===== src/ccfs_map.svh =====
// Register offsets, field positions, reset values and timing counts
// Included by the supervisor package users; definitions only
`ifndef CCFS_MAP_SVH
`define CCFS_MAP_SVH

`define CCFS_PAGE_SEL    8'h00
`define CCFS_BOOK_SEL    8'h7f
`define CCFS_XOR_BOOK    8'h8c
`define CCFS_CTRL_OFF    8'h03
`define CCFS_FSMON_OFF   8'h37
`define CCFS_CLKDET_OFF  8'h39
`define CCFS_VOL_OFF     8'h4c
`define CCFS_RAMP_OFF    8'h4e
`define CCFS_CHF_OFF     8'h70
`define CCFS_GFA_OFF     8'h71
`define CCFS_GFB_OFF     8'h72
`define CCFS_FCLR_OFF    8'h78
`define CCFS_XOR_OFF     8'h7d
`define CCFS_CRC_OFF     8'h7e

`define CCFS_CTRL_RST    8'h10
`define CCFS_VOL_RST     8'h00
`define CCFS_RAMP_RST    8'h00
`define CCFS_CRC_POLY    8'h07
`define CCFS_VOL_MUTE    8'hff
`define CCFS_VOL_STEP    8'h01

`define CCFS_CHF_OC_LSB  0
`define CCFS_CHF_DC_LSB  2
`define CCFS_GFA_UV      0
`define CCFS_GFA_OV      1
`define CCFS_GFA_CLK     2
`define CCFS_GFB_OT      0

`define CCFS_CLK_NS      40
`define CCFS_CLK_MHZ     25
`define CCFS_OCSHUT_NS   100
`define CCFS_DC_MS       570

`endif


===== src/ccfs_pkg.sv =====
// Types shared by the control checksum and fault supervisor
// Assumes the serial control engine outside delivers decoded byte accesses
package ccfs_pkg;

	typedef enum logic [1:0] {
		ST_DEEP  = 2'b00,
		ST_SLEEP = 2'b01,
		ST_HIZ   = 2'b10,
		ST_PLAY  = 2'b11
	} ccfs_state_type;

	typedef struct packed {
		logic       wr;
		logic       rd;
		logic [7:0] addr;
		logic [7:0] data;
	} ccfs_req_type;

	typedef struct packed {
		logic [1:0] oc_shutdown;
		logic [1:0] oc_limit;
		logic [1:0] dc_offset;
		logic       overtemp;
		logic       overvolt;
		logic       undervolt;
		logic       clk_halt;
		logic       ratio_err;
		logic       pll_unlock;
		logic       fs_err;
	} ccfs_fault_in_type;

endpackage


===== src/ccfs_supervisor.sv =====
// Control checksum and fault supervisor: register file behind the control port,
// CRC and XOR checksums, sticky faults, Hi-Z forcing and shutdown ramp.
// Assumes a serial control engine delivers one-cycle decoded byte accesses.
`timescale 1ns/1ps
`include "ccfs_map.svh"

module ccfs_supervisor
	import ccfs_pkg::*;
#(
	parameter int unsigned DC_PERSIST_CYC = `CCFS_DC_MS * 1000 * `CCFS_CLK_MHZ
) (
	input  wire logic                        clk,            // 25 MHz clock
	input  wire logic                        rst_n,          // Sync reset, active low
	input  wire logic                        ce,             // Freezes all state when low
	input  wire logic                        power_down_pin, // Low forces deep sleep
	input  wire ccfs_pkg::ccfs_req_type      req,            // Decoded register access
	input  wire ccfs_pkg::ccfs_fault_in_type fin,            // Live detector levels
	input  wire logic [7:0]                  sample_rate_in, // Live sample rate monitor
	input  wire logic                        sample_tick,    // One pulse per sample
	input  wire logic                        autorecover_en, // Over-temp auto recovery
	output logic      [7:0]                  rdata_ff,       // Read data
	output logic                             rvalid_ff,      // Read data valid pulse
	output ccfs_pkg::ccfs_state_type         dev_state_ff,   // Applied device state
	output logic                             stage_hiz,      // Output stage not playing
	output logic      [1:0]                  chan_off_ff,    // Channel disabled
	output logic      [1:0]                  cur_limit_ff,   // Peak limiter active
	output logic      [7:0]                  vol_out_ff,     // Applied attenuation code
	output logic                             ramp_busy_ff,   // Shutdown ramp running
	output logic                             fault_o,        // Fault pin output level
	output logic                             fault_oe_n_ff   // Fault pin enable, low drives
);
	import ccfs_pkg::*;

	localparam int unsigned OCSHUT_CYC = `CCFS_OCSHUT_NS / `CCFS_CLK_NS;

	////////////////////////////////////////////////////////////////////////////////
	// Book and page tracking, access decode

	logic [7:0] page_ff;
	logic [7:0] book_ff;
	logic [7:0] ctrl_ff;
	logic [7:0] vol_ff;
	logic [7:0] rampc_ff;
	logic [7:0] crc_ff;
	logic [7:0] xor_ff;
	logic [7:0] crc_calc;
	logic [3:0] chf_ff;
	logic [2:0] gfa_ff;
	logic       gfb_ff;
	logic [7:0] ramp_lvl_ff;
	logic [1:0] dc_expired;

	wire on_p0    = (page_ff == 8'h00);
	wire b0p0     = on_p0 && (book_ff == 8'h00);
	wire page_wr  = req.wr && (req.addr == `CCFS_PAGE_SEL);
	wire book_wr  = req.wr && on_p0 && (req.addr == `CCFS_BOOK_SEL);
	wire crc_hit  = on_p0 && (req.addr == `CCFS_CRC_OFF);
	wire xor_hit  = on_p0 && (book_ff == `CCFS_XOR_BOOK) && (req.addr == `CCFS_XOR_OFF);
	wire crc_zero = req.wr && crc_hit && (req.data == 8'h00);
	wire xor_zero = req.wr && xor_hit && (req.data == 8'h00);
	wire crc_acc  = req.wr && !page_wr && !book_wr;
	wire xor_acc  = req.wr && !page_wr && !on_p0 && (book_ff == `CCFS_XOR_BOOK);
	wire reg_wr   = req.wr && b0p0;
	wire clr_now  = reg_wr && (req.addr == `CCFS_FCLR_OFF);

	ccfs_crc8 u_crc (
		.crc_in  (crc_ff),
		.byte_in (req.data),
		.crc_out (crc_calc)
	);

	always_ff @(posedge clk) begin
		if (!rst_n) begin
			page_ff <= 8'h00;
			book_ff <= 8'h00;
		end else if (ce) begin
			// Book only moves from page 0; elsewhere offset 0x7f is ordinary
			if (page_wr)
				page_ff <= req.data;
			if (book_wr)
				book_ff <= req.data;
		end
	end

	////////////////////////////////////////////////////////////////////////////////
	// Checksums

	wire [7:0] nxt_crc = crc_zero ? 8'h00 : (crc_acc ? crc_calc : crc_ff);
	wire [7:0] nxt_xor = xor_zero ? 8'h00 : (xor_acc ? (xor_ff ^ req.data) : xor_ff);

	always_ff @(posedge clk) begin
		if (!rst_n) begin
			crc_ff <= 8'h00;
			xor_ff <= 8'h00;
		end else if (ce) begin
			// Only writes feed the sums, mapped or not
			crc_ff <= nxt_crc;
			xor_ff <= nxt_xor;
		end
	end

	////////////////////////////////////////////////////////////////////////////////
	// Control registers

	always_ff @(posedge clk) begin
		if (!rst_n) begin
			ctrl_ff  <= `CCFS_CTRL_RST;
			vol_ff   <= `CCFS_VOL_RST;
			rampc_ff <= `CCFS_RAMP_RST;
		end else if (ce && reg_wr) begin
			if (req.addr == `CCFS_CTRL_OFF)
				ctrl_ff <= req.data;
			if (req.addr == `CCFS_VOL_OFF)
				vol_ff <= req.data;
			if (req.addr == `CCFS_RAMP_OFF)
				rampc_ff <= req.data;
		end
	end

	////////////////////////////////////////////////////////////////////////////////
	// Fault latches

	genvar ch;
	generate
		for (ch = 0; ch < 2; ch = ch + 1) begin : g_dc
			ccfs_persist_timer #(.LIMIT(DC_PERSIST_CYC)) u_dc (
				.clk        (clk),
				.rst_n      (rst_n),
				.ce         (ce),
				.cond       (fin.dc_offset[ch]),
				.expired_ff (dc_expired[ch])
			);
		end
	endgenerate

	wire       clk_err = fin.clk_halt | fin.ratio_err | fin.pll_unlock | fin.fs_err;
	wire [3:0] chf_set = {dc_expired, fin.oc_shutdown};
	wire [2:0] gfa_set = {clk_err, fin.overvolt, fin.undervolt};

	// Clear wins for its own cycle; a standing fault is back one cycle later
	wire [3:0] nxt_chf = clr_now ? 4'h0 : (chf_ff | chf_set);
	wire [2:0] nxt_gfa = clr_now ? 3'h0 : (gfa_ff | gfa_set);
	wire       nxt_gfb = clr_now ? 1'b0 : (gfb_ff | fin.overtemp);

	always_ff @(posedge clk) begin
		if (!rst_n) begin
			chf_ff <= 4'h0;
			gfa_ff <= 3'h0;
			gfb_ff <= 1'b0;
		end else if (ce) begin
			chf_ff <= nxt_chf;
			gfa_ff <= nxt_gfa;
			gfb_ff <= nxt_gfb;
		end
	end

	// Over-current channel kill is one cycle, inside the 100 ns budget
	wire [1:0] nxt_off   = fin.oc_shutdown | chf_ff[1:0];
	// Live shutdown drives the pin even in a clear cycle
	wire       nxt_fault = (|nxt_chf) | (|fin.oc_shutdown);

	always_ff @(posedge clk) begin
		if (!rst_n) begin
			chan_off_ff   <= 2'h0;
			cur_limit_ff  <= 2'h0;
			fault_oe_n_ff <= 1'b1;
		end else if (ce) begin
			chan_off_ff   <= nxt_off;
			cur_limit_ff  <= fin.oc_limit & ~fin.oc_shutdown;
			fault_oe_n_ff <= ~nxt_fault;
		end
	end
	assign fault_o = 1'b0;

	////////////////////////////////////////////////////////////////////////////////
	// Device state and shutdown ramp

	// Live supply and clock faults release Hi-Z by themselves; DC needs a clear
	wire ot_hold = fin.overtemp | (gfb_ff & ~autorecover_en);
	wire hiz_req = (|chf_ff[3:2]) | ot_hold | fin.overvolt | fin.undervolt | clk_err;
	wire ccfs_state_type target = !power_down_pin ? ST_DEEP : ccfs_state_type'(ctrl_ff[1:0]);
	wire ramp_done = (ramp_lvl_ff == `CCFS_VOL_MUTE);
	wire leaving   = (target != ST_PLAY) && !hiz_req;

	ccfs_state_type nxt_state;
	logic [7:0]     nxt_lvl;
	logic           nxt_busy;

	always_comb begin
		nxt_state = dev_state_ff;
		nxt_lvl   = ramp_lvl_ff;
		nxt_busy  = 1'b0;
		case (dev_state_ff)
			ST_PLAY: begin
				if (hiz_req) begin
					nxt_state = ST_HIZ;
					nxt_lvl   = `CCFS_VOL_MUTE;
				end else if (leaving) begin
					// Soft stop: one 0.5 dB step per sample, then leave play
					nxt_busy = !ramp_done;
					if (ramp_done)
						nxt_state = target;
					else if (sample_tick)
						nxt_lvl = ramp_lvl_ff + `CCFS_VOL_STEP;
				end else
					nxt_lvl = vol_ff;
			end
			ST_DEEP, ST_SLEEP, ST_HIZ: begin
				nxt_lvl = `CCFS_VOL_MUTE;
				if (target == ST_PLAY && !hiz_req) begin
					nxt_state = ST_PLAY;
					nxt_lvl   = vol_ff;
				end else if (target == ST_PLAY)
					nxt_state = ST_HIZ;
				else
					nxt_state = target;
			end
			default: begin
				nxt_state = ST_DEEP;
				nxt_lvl   = `CCFS_VOL_MUTE;
			end
		endcase
	end

	always_ff @(posedge clk) begin
		if (!rst_n) begin
			dev_state_ff <= ST_DEEP;
			ramp_lvl_ff  <= `CCFS_VOL_MUTE;
			vol_out_ff   <= `CCFS_VOL_MUTE;
			ramp_busy_ff <= 1'b0;
		end else if (ce) begin
			dev_state_ff <= nxt_state;
			ramp_lvl_ff  <= nxt_lvl;
			vol_out_ff   <= nxt_lvl;
			ramp_busy_ff <= nxt_busy;
		end
	end
	assign stage_hiz = (dev_state_ff != ST_PLAY);

	////////////////////////////////////////////////////////////////////////////////
	// Read path

	wire [7:0] clkdet = {4'h0, fin.pll_unlock, fin.ratio_err, fin.clk_halt, fin.fs_err};
	logic [7:0] rmux;

	always_comb begin
		rmux = 8'h00;
		if (req.addr == `CCFS_PAGE_SEL)
			rmux = page_ff;
		else if (on_p0 && req.addr == `CCFS_BOOK_SEL)
			rmux = book_ff;
		else if (crc_hit)
			rmux = crc_ff;
		else if (xor_hit)
			rmux = xor_ff;
		else if (b0p0) begin
			case (req.addr)
				`CCFS_CTRL_OFF:   rmux = ctrl_ff;
				`CCFS_FSMON_OFF:  rmux = sample_rate_in;
				`CCFS_CLKDET_OFF: rmux = clkdet;
				`CCFS_VOL_OFF:    rmux = vol_ff;
				`CCFS_RAMP_OFF:   rmux = rampc_ff;
				`CCFS_CHF_OFF:    rmux = {4'h0, chf_ff};
				`CCFS_GFA_OFF:    rmux = {5'h00, gfa_ff};
				`CCFS_GFB_OFF:    rmux = {7'h00, gfb_ff};
				default:          rmux = 8'h00;
			endcase
		end
	end

	always_ff @(posedge clk) begin
		if (!rst_n) begin
			rdata_ff  <= 8'h00;
			rvalid_ff <= 1'b0;
		end else if (ce) begin
			rvalid_ff <= req.rd && !req.wr;
			if (req.rd && !req.wr)
				rdata_ff <= rmux;
		end
	end
endmodule // ccfs_supervisor


===== src/ccfs_crc8.sv =====
// One-byte step of the 8-bit control checksum CRC
// Purely combinational; the caller holds the running value
`timescale 1ns/1ps
`include "ccfs_map.svh"

module ccfs_crc8 (
	input  wire logic [7:0] crc_in,   // Running value
	input  wire logic [7:0] byte_in,  // Written byte
	output logic      [7:0] crc_out   // Value after this byte
);
	logic [7:0] stage [0:8];

	assign stage[0] = crc_in ^ byte_in;
	genvar i;
	generate
		for (i = 0; i < 8; i = i + 1) begin : g_shift
			// Msb first, no final inversion
			assign stage[i+1] = stage[i][7] ?
				({stage[i][6:0], 1'b0} ^ `CCFS_CRC_POLY) :
				{stage[i][6:0], 1'b0};
		end
	endgenerate
	assign crc_out = stage[8];
endmodule // ccfs_crc8


===== src/ccfs_persist_timer.sv =====
// Persistence timer: flags a condition held for LIMIT enabled cycles
// Assumes cond is synchronous to clk
`timescale 1ns/1ps

module ccfs_persist_timer #(
	parameter int unsigned LIMIT = 16
) (
	input  wire logic clk,        // Clock
	input  wire logic rst_n,      // Sync reset, active low
	input  wire logic ce,         // Clock enable
	input  wire logic cond,       // Condition to time
	output logic      expired_ff  // Held long enough
);
	localparam logic [23:0] LIM = 24'(LIMIT);
	logic [23:0] cnt_ff;
	logic [23:0] nxt_cnt;

	// Any gap in the condition restarts the count
	assign nxt_cnt = !cond ? 24'h000000 : ((cnt_ff == LIM) ? cnt_ff : cnt_ff + 24'h000001);

	always_ff @(posedge clk) begin
		if (!rst_n) begin
			cnt_ff     <= 24'h000000;
			expired_ff <= 1'b0;
		end else if (ce) begin
			cnt_ff     <= nxt_cnt;
			expired_ff <= (nxt_cnt == LIM);
		end
	end
endmodule // ccfs_persist_timer


===== config.mk =====
export PLATFORM = sky130hd
export DESIGN_NAME = ccfs_supervisor
export DESIGN_NICKNAME = d
export VERILOG_FILES = /design/src/ccfs_pkg.sv /design/src/ccfs_supervisor.sv /design/src/ccfs_crc8.sv /design/src/ccfs_persist_timer.sv
export VERILOG_INCLUDE_DIRS = /design/src /design/src/src
export SDC_FILE = /design/constraint.sdc
export NUM_CORES = 1
export LEC_CHECK = 0
export BUFFER_PORTS_ARGS = -buffer_cell sky130_fd_sc_hd__buf_2
export CORE_UTILIZATION = 50
export DETAILED_ROUTE_END_ITERATION = 16
export PLACE_DENSITY = 0.69
export SKIP_LAST_GASP = 1
export SLEW_MARGIN = 0
export SYNTH_ARGS = -nofsm -noshare
export SYNTH_HDL_FRONTEND = slang
export SYNTH_SLANG_ARGS = --single-unit

===== constraint.sdc =====
create_clock -name clk -period 2.9 [get_ports clk]
set_input_delay 0.29 -clock clk [delete_from_list [all_inputs] [get_ports clk]]
set_output_delay 0.29 -clock clk [all_outputs]
set_load 0.005 [all_outputs]

Yosys cells after proc, flatten, opt, wreduce, memory -nomap -nowiden
Cells that the tools add are included.
{"block": "op_classes", "add_sub_neg": 3, "n_eq_ne": 28, "n_mux": 41, "bitwise_logic": 28, "n_reduce_logical": 49}
{"op": "$mux W8", "n": 14}
{"op": "$eq A24 B24 Y1 const B", "n": 4}
{"op": "$mux W24", "n": 4}
{"op": "$eq A8 B7 Y1 const B", "n": 9}
{"op": "$pmux W8 S8", "n": 1}
{"op": "$add A24 B1 Y24 const B", "n": 2}
{"op": "$logic_not A8 Y1", "n": 4}
{"op": "$mux W3", "n": 9}
{"op": "$not A3 Y3", "n": 8}
{"op": "$logic_and A1 B1 Y1", "n": 22}
{"op": "$eq A8 B6 Y1 const B", "n": 2}
{"op": "$eq A8 B8 Y1 const B", "n": 2}
{"op": "$pmux W8 S2", "n": 1}
{"op": "$reduce_and A2 Y1", "n": 8}
{"op": "$xor A8 B8 Y8", "n": 2}
{"op": "$mux W2", "n": 6}
{"op": "$or A1 B1 Y1", "n": 10}
{"op": "$add A8 B1 Y8 const B", "n": 1}
{"op": "$eq A8 B2 Y1 const B", "n": 1}
{"op": "$ne A4 B4 Y1 const B", "n": 2}
{"op": "$eq A2 B2 Y1 const B", "n": 3}
{"op": "$logic_not A1 Y1", "n": 6}
{"op": "$ne A3 B3 Y1 const B", "n": 2}
{"op": "$reduce_and A3 Y1", "n": 2}
{"op": "other kinds (17)", "n": 24}
{"block": "totals", "reg_bits": 139, "inputBits": 45, "word_cells": 171}

Depth between registers and ports, before layout
{"block": "logic_depth", "depth_word": 19, "mapped_depth": 9}

By module
Synthesis repeated with hierarchy kept, for this count alone.
{"block": "hier_totals", "cells_unflattened": 981, "hier_area_um2": 8237.9}
{"mod": "ccfs_supervisor", "instances": 1, "cells_per_inst": 504, "area_per_inst_um2": 4473.0}
{"mod": "ccfs_persist_timer", "instances": 2, "cells_per_inst": 228, "area_per_inst_um2": 1779.2}
{"mod": "ccfs_crc8", "instances": 1, "cells_per_inst": 21, "area_per_inst_um2": 206.4}

Worst setup path before layout
OpenSTA, ideal clock, no wires.
{"block": "synth_path", "path_type": "input-to-reg", "start": "in fin[2] (netlist name)", "end": "reg ramp_lvl_ff[6]", "setup_time_ps": 129, "t_arrival_ps": 2307, "required_ps": 2771, "slack_ps": 464, "path_stages": 8, "n_path_buf": 2, "path_cell_list": "or4_4 > or4_4 > buf_6 > or3_1 > buf_2 > o22a_1 > o22ai_1 > nand2_1"}
{"block": "synth_between", "elab_chain_cells": 9, "elab_cells_between_ends": 14}
{"item": "start: declaration", "line_no": "ccfs_supervisor.sv:17", "text": "input wire ccfs_pkg::ccfs_fault_in_type fin,"}
{"item": "$or A1 B1 Y1 * (3 in a row)", "line_no": "ccfs_supervisor.sv:136", "text": "wire clk_err = fin.clk_halt | fin.ratio_err | fin.pll_unlock | fin.fs_err;"}
{"item": "$or A1 B1 Y1 *", "line_no": "ccfs_supervisor.sv:180", "text": "wire hiz_req = (|chf_ff[3:2]) | ot_hold | fin.overvolt | fin.undervolt | clk_err;"}
{"item": "$logic_not A1 Y1", "line_no": "ccfs_supervisor.sv:183, ccfs_supervisor.sv:210"}
{"item": "$logic_and A1 B1 Y1", "line_no": "ccfs_supervisor.sv:183", "text": "wire leaving = (target != ST_PLAY) && !hiz_req;"}
{"item": "$mux W8", "line_no": "ccfs_supervisor.sv:198", "text": "end else if (leaving) begin"}
{"item": "$mux W8", "line_no": "ccfs_supervisor.sv:195", "text": "if (hiz_req) begin"}
{"item": "$pmux W8 S2", "line_no": "ccfs_supervisor.sv:193", "text": "case (dev_state_ff)"}
{"item": "end signal: assignment", "line_no": "ccfs_supervisor.sv:228", "text": "ramp_lvl_ff <= `CCFS_VOL_MUTE;"}
{"item": "end signal: assignment", "line_no": "ccfs_supervisor.sv:233", "text": "ramp_lvl_ff <= nxt_lvl;"}
{"item": "end: declaration", "line_no": "ccfs_supervisor.sv:50", "text": "logic [7:0] ramp_lvl_ff;"}
Mark *: on every way between the ends. The rest lies on a longest branch, timed or not.
A chain may end at the register's enable or synchronous reset.

Final worst setup path
{"block": "layout_path", "start": "reg g_dc[1].u_dc.cnt_ff[0]", "end": "reg g_dc[1].u_dc.expired_ff"}
{"block": "layout_between", "elab_chain_cells": 4, "elab_cells_between_ends": 5}
{"item": "start: declaration", "line_no": "ccfs_persist_timer.sv:15", "text": "logic [23:0] cnt_ff;"}
{"item": "start signal: assignment", "line_no": "ccfs_persist_timer.sv:26", "text": "cnt_ff <= nxt_cnt;"}
{"item": "$add A24 B1 Y24 or $eq A24 B24 Y1 (tied branches)", "line_no": "ccfs_persist_timer.sv:19", "text": "assign nxt_cnt = !cond ? 24'h000000 : ((cnt_ff == LIM) ? cnt_ff : cnt_ff + 24'h000001);"}
{"item": "$mux W24 * (2 in a row)", "line_no": "ccfs_persist_timer.sv:19"}
{"item": "$eq A24 B24 Y1 *", "line_no": "ccfs_persist_timer.sv:27", "text": "expired_ff <= (nxt_cnt == LIM);"}
{"item": "end signal: assignment", "line_no": "ccfs_persist_timer.sv:27"}
{"item": "end: declaration", "line_no": "ccfs_persist_timer.sv:12", "text": "output logic expired_ff"}
Marks and branches as above.

==> impl_metrics.csv <==
group,metric,value,unit
worst_setup_path,worst-path-stages,7,
global_route,first_global_vias,7075,
finish,ff_latch_area,2780,µm²
worst_setup_path,worstPathMaxFanout,7,
worst_hold_path,hold_class,"in -> reg",
sta,clock_skew,0.00672,ns
die,rows,46,
route,drtIter0Drc,697,
route,vias,7767,
power_and_ir_drop,swShare,24.4,%
finish,n_antenna_cell,0,
run,max_cap_violations,0,
logic_synthesis,yosysTopAreaCell,"dfxtp_1",
worst_setup_path,worst-path-buf-inv,0,
worst_setup_path,reg2reg_depth,7,
sta,rsz0062_at_grt,"false",
worst_hold_path,hp-start,"fin[5]",
outcome,outcome,"completed",
global_route,grt_pass1_wl,36900,µm
sta,hold_ws,0.114,ns
sta,tightestPinTransition,0.694,ns
global_route,grt_use_total,28.3,%
worst_setup_path,path_class,"reg -> reg",
worst_hold_path,holdPathEnd,"gfa_ff[1]$_SDFFE_PN0P_",
die,dieArea,16700,µm²
power_and_ir_drop,switching_power,0.00117,W
power_and_ir_drop,internal_power,0.00363,W
route,detail_route.vias_per_cell,6.03,
sta,period_minus_slack,2.70,ns
worst_setup_path,cp_data_required_time,3.23,ns
die,die_x,129,µm
worst_setup_path,crit_path_start,"g_dc[1].u_dc.cnt_ff[0]$_SDFFE_PN0P_",
power_and_ir_drop,power_density,521,nW/µm²
global_route,antenna_found_initial,0,
clock_tree,postCtsHoldBufs,0,
sta,period_share,93.0,%
route,drt.antenna.violating_nets,0,
power_and_ir_drop,leakagePower,3.74,nW
worst_setup_path,cp-end-kind,"flop",
finish,final_common_cell,"dfxtp_1",
clock_tree,ctsResizeCount,0,
power_and_ir_drop,power_frac_clock,48.7,%
die,num_io_pins,72,
place,port_buffers,70,
logic_synthesis,ys_ff_latch,139,
logic_synthesis,synth-edff-count,0,
logic_synthesis,synth_area_leaders,"dfxtp_1, mux2i_1, nor2_1",
sta,finalHoldViolations,0,
logic_synthesis,yosysUniqueCellTypes,69,
worst_setup_path,startpoint_type,"flop",
finish,fillers,1481,
sta,final_max_slew_viol_count,0,
logic_synthesis,yosysTopAreaCellShare,34.4,%
clock_tree,clock_tree.buffer_depth,2,
logic_synthesis,syn_inst,1023,
clock_tree,clock_sinks,139,
logic_synthesis,synth_flop_cell,"dfxtp_1",
route,routedWlPerCell,17.5,µm
logic_synthesis,synthArstFlopShare,0,%
worst_setup_path,r2r-end,"g_dc[1].u_dc.expired_ff$_SDFFE_PN0P_",
die,core-area,15800,µm²
die,initial_core_util,51.2,%
route,wl,22600,µm
worst_setup_path,path_cells,"ha_1 > and4_1 > and4_1 > xnor2_1 > a2111oi_0 > o2111ai_1 > o31ai_1",
worst_setup_path,crit_slowest_cell,"a2111oi_0",
logic_synthesis,synth_nets,1073,
power_and_ir_drop,combPwrFrac,10.1,%
worst_setup_path,crit_top_cell,"and4_1",
worst_setup_path,cp_top_family,"compound AO/OA/AOI/OAI gates",
finish,layout_common_cells,"dfxtp_1, nor2_1, nand2_1",
worst_setup_path,arrival,3.03,ns
clock_tree,clk_pin_slew,0.06,ns
die,die_y,129,µm
logic_synthesis,ys_seq_area_share,34.4,%
logic_synthesis,syn_area,8100,µm²
place,dp_hpwl,15900,µm
worst_hold_path,hold_path_depth,3,
power_and_ir_drop,ir_drop,0.493,mV
sta,tns,0,ns
sta,max_slew_margin,53.3,%
finish,drive_above_1_share,13.8,%
global_route,grt_max_degree,38,
clock_tree,cts_setup_buffers,0,
worst_setup_path,timing.rr.start,"g_dc[1].u_dc.cnt_ff[0]$_SDFFE_PN0P_",
clock_tree,cts_tree,"yes",
clock_tree,clk_latency,0.43,ns
clock_tree,htree_num_levels,4,
worst_setup_path,max_stage_delay,0.60,ns
route,drc,0,
worst_setup_path,worst-r2r-setup-slack,0.20,ns
clock_tree,cts-root-buf,"clkbuf_16",
logic_synthesis,syn_area_per_cell,7.91,µm²
finish,multi_input_area,4940,µm²
power_and_ir_drop,seq_power_share,41.2,%
sta,fmax,371,MHz
logic_synthesis,yosysWarnings,0,
global_route,grt_overflow,0,
finish,nets,1110,
clock_tree,cts_made_buffers,17,
place,routabilityCongestion,0.941,
route,drtPass1Iterations,5,
finish,syn2layout_area_growth,13.8,%
sta,setup_violations,0,
==> worst min-delay path, stage by stage <==
cell	delay [ns]
buf_2	0.08
a21oi_1	0.06
nor2_1	0.07
==> sequential cells by signal (all words and copies together) (netlist names), 3 cells and up <==
register / flops
book_ff: 8
chf_ff: 4
crc_ff: 8
ctrl_ff: 8
g_dc.u_dc.cnt_ff: 48
gfa_ff: 3
page_ff: 8
ramp_lvl_ff: 8
rampc_ff: 8
rdata_ff: 8
vol_ff: 8
xor_ff: 8
==> per-stage QoR <==
step                power, W  setup WS [ns]  cell area [µm²]  cells  util (%)
floorplan            0.00236          0.464             8100   1023         -
global placement     0.00250          0.318             8590   1257      54.3
detailed placement   0.00250          0.306             8590   1257      54.3
CTS                  0.00483          0.239             9220   1289      58.2
global route         0.00497       0.000695             9220   1289      58.2
finish               0.00480          0.204             9220   1289      58.2
==> power groups by stage <==
stage | clock (W) | combinational (W) | sequential [W]
6_report | 0.00234 | 0.000487 | 0.00198
5_1_grt | 0.00245 | 0.000536 | 0.00199
4_1_cts | 0.00237 | 0.000484 | 0.00198
3_5_place_dp | 0 | 0.000481 | 0.00202
3_3_place_gp | 0 | 0.000476 | 0.00202
2_1_floorplan | 0 | 0.000343 | 0.00201
==> layer usage <==
metal	track usage, %	part of all wire, %	wire length [µm]	vias up
li1	-	-	-	3805
met1	38.1	45	10100	3621
met2	45.0	46	10400	291
met3	5.24	6.9	1570	50
met5	0	0	0	-
met4	10.7	2.4	553	0
==> layout make-up <==
class	instances	share of cell area, %
Multi-Input combinational cell	790	53.6
Sequential cell	139	30.2
Timing Repair Buffer	94	5.76
Clock buffer	21	5.00
Tap cell	216	2.93
Clock inverter	11	1.82
Inverter	18	0.733
==> worst max path at each step <==
| stage | slack, ns | endpoint |
|---|---|---|
| after CTS | 0.24 | g_dc[1].u_dc.expired_ff$_SDFFE_PN0P_ |
| final | 0.20 | g_dc[1].u_dc.expired_ff$_SDFFE_PN0P_ |
| after detailed placement | 0.31 | ramp_lvl_ff[6]$_SDFFE_PN1P_ |
| after floorplan | 0.46 | ramp_lvl_ff[6]$_SDFFE_PN1P_ |
| after global routing | 0.0007 | g_dc[1].u_dc.expired_ff$_SDFFE_PN0P_ |
| after global placement | 0.32 | ramp_lvl_ff[6]$_SDFFE_PN1P_ |
==> logic make-up (layout without fill, tap and decap cells) <==
kind of cell | after synthesis | count (layout) | synth area share (%)
AO/OA/AOI/OAI | 235 | 235 | 19.4
XOR/XNOR | 47 | 47 | 5.27
adder cells (fa/ha/maj) | 5 | 5 | 0.773
buffers and inverters | 94 | 144 | 4.65
flip-flops | 139 | 139 | 34.4
multiplexers | 58 | 58 | 7.29
other | 1 | 1 | 0.0463
AND/OR/NAND/NOR | 444 | 444 | 28.2
==> Yosys cell counts (12+ instances only) <==
cell	instances
and4_1	13
nand2_1	88
xor2_1	15
a22oi_1	24
mux2i_1	50
nor4_1	17
nand4_1	30
and3_1	17
nand3_1	38
and2_1	14
clkbuf_1	61
o21ai_0	47
nor2_1	115
a21boi_0	19
xnor2_1	31
inv_1	17
a21oi_1	60
dfxtp_1	139
o21a_1	20
nor3_1	48
nand2b_1	12
(Power assumes the default switching activity.)
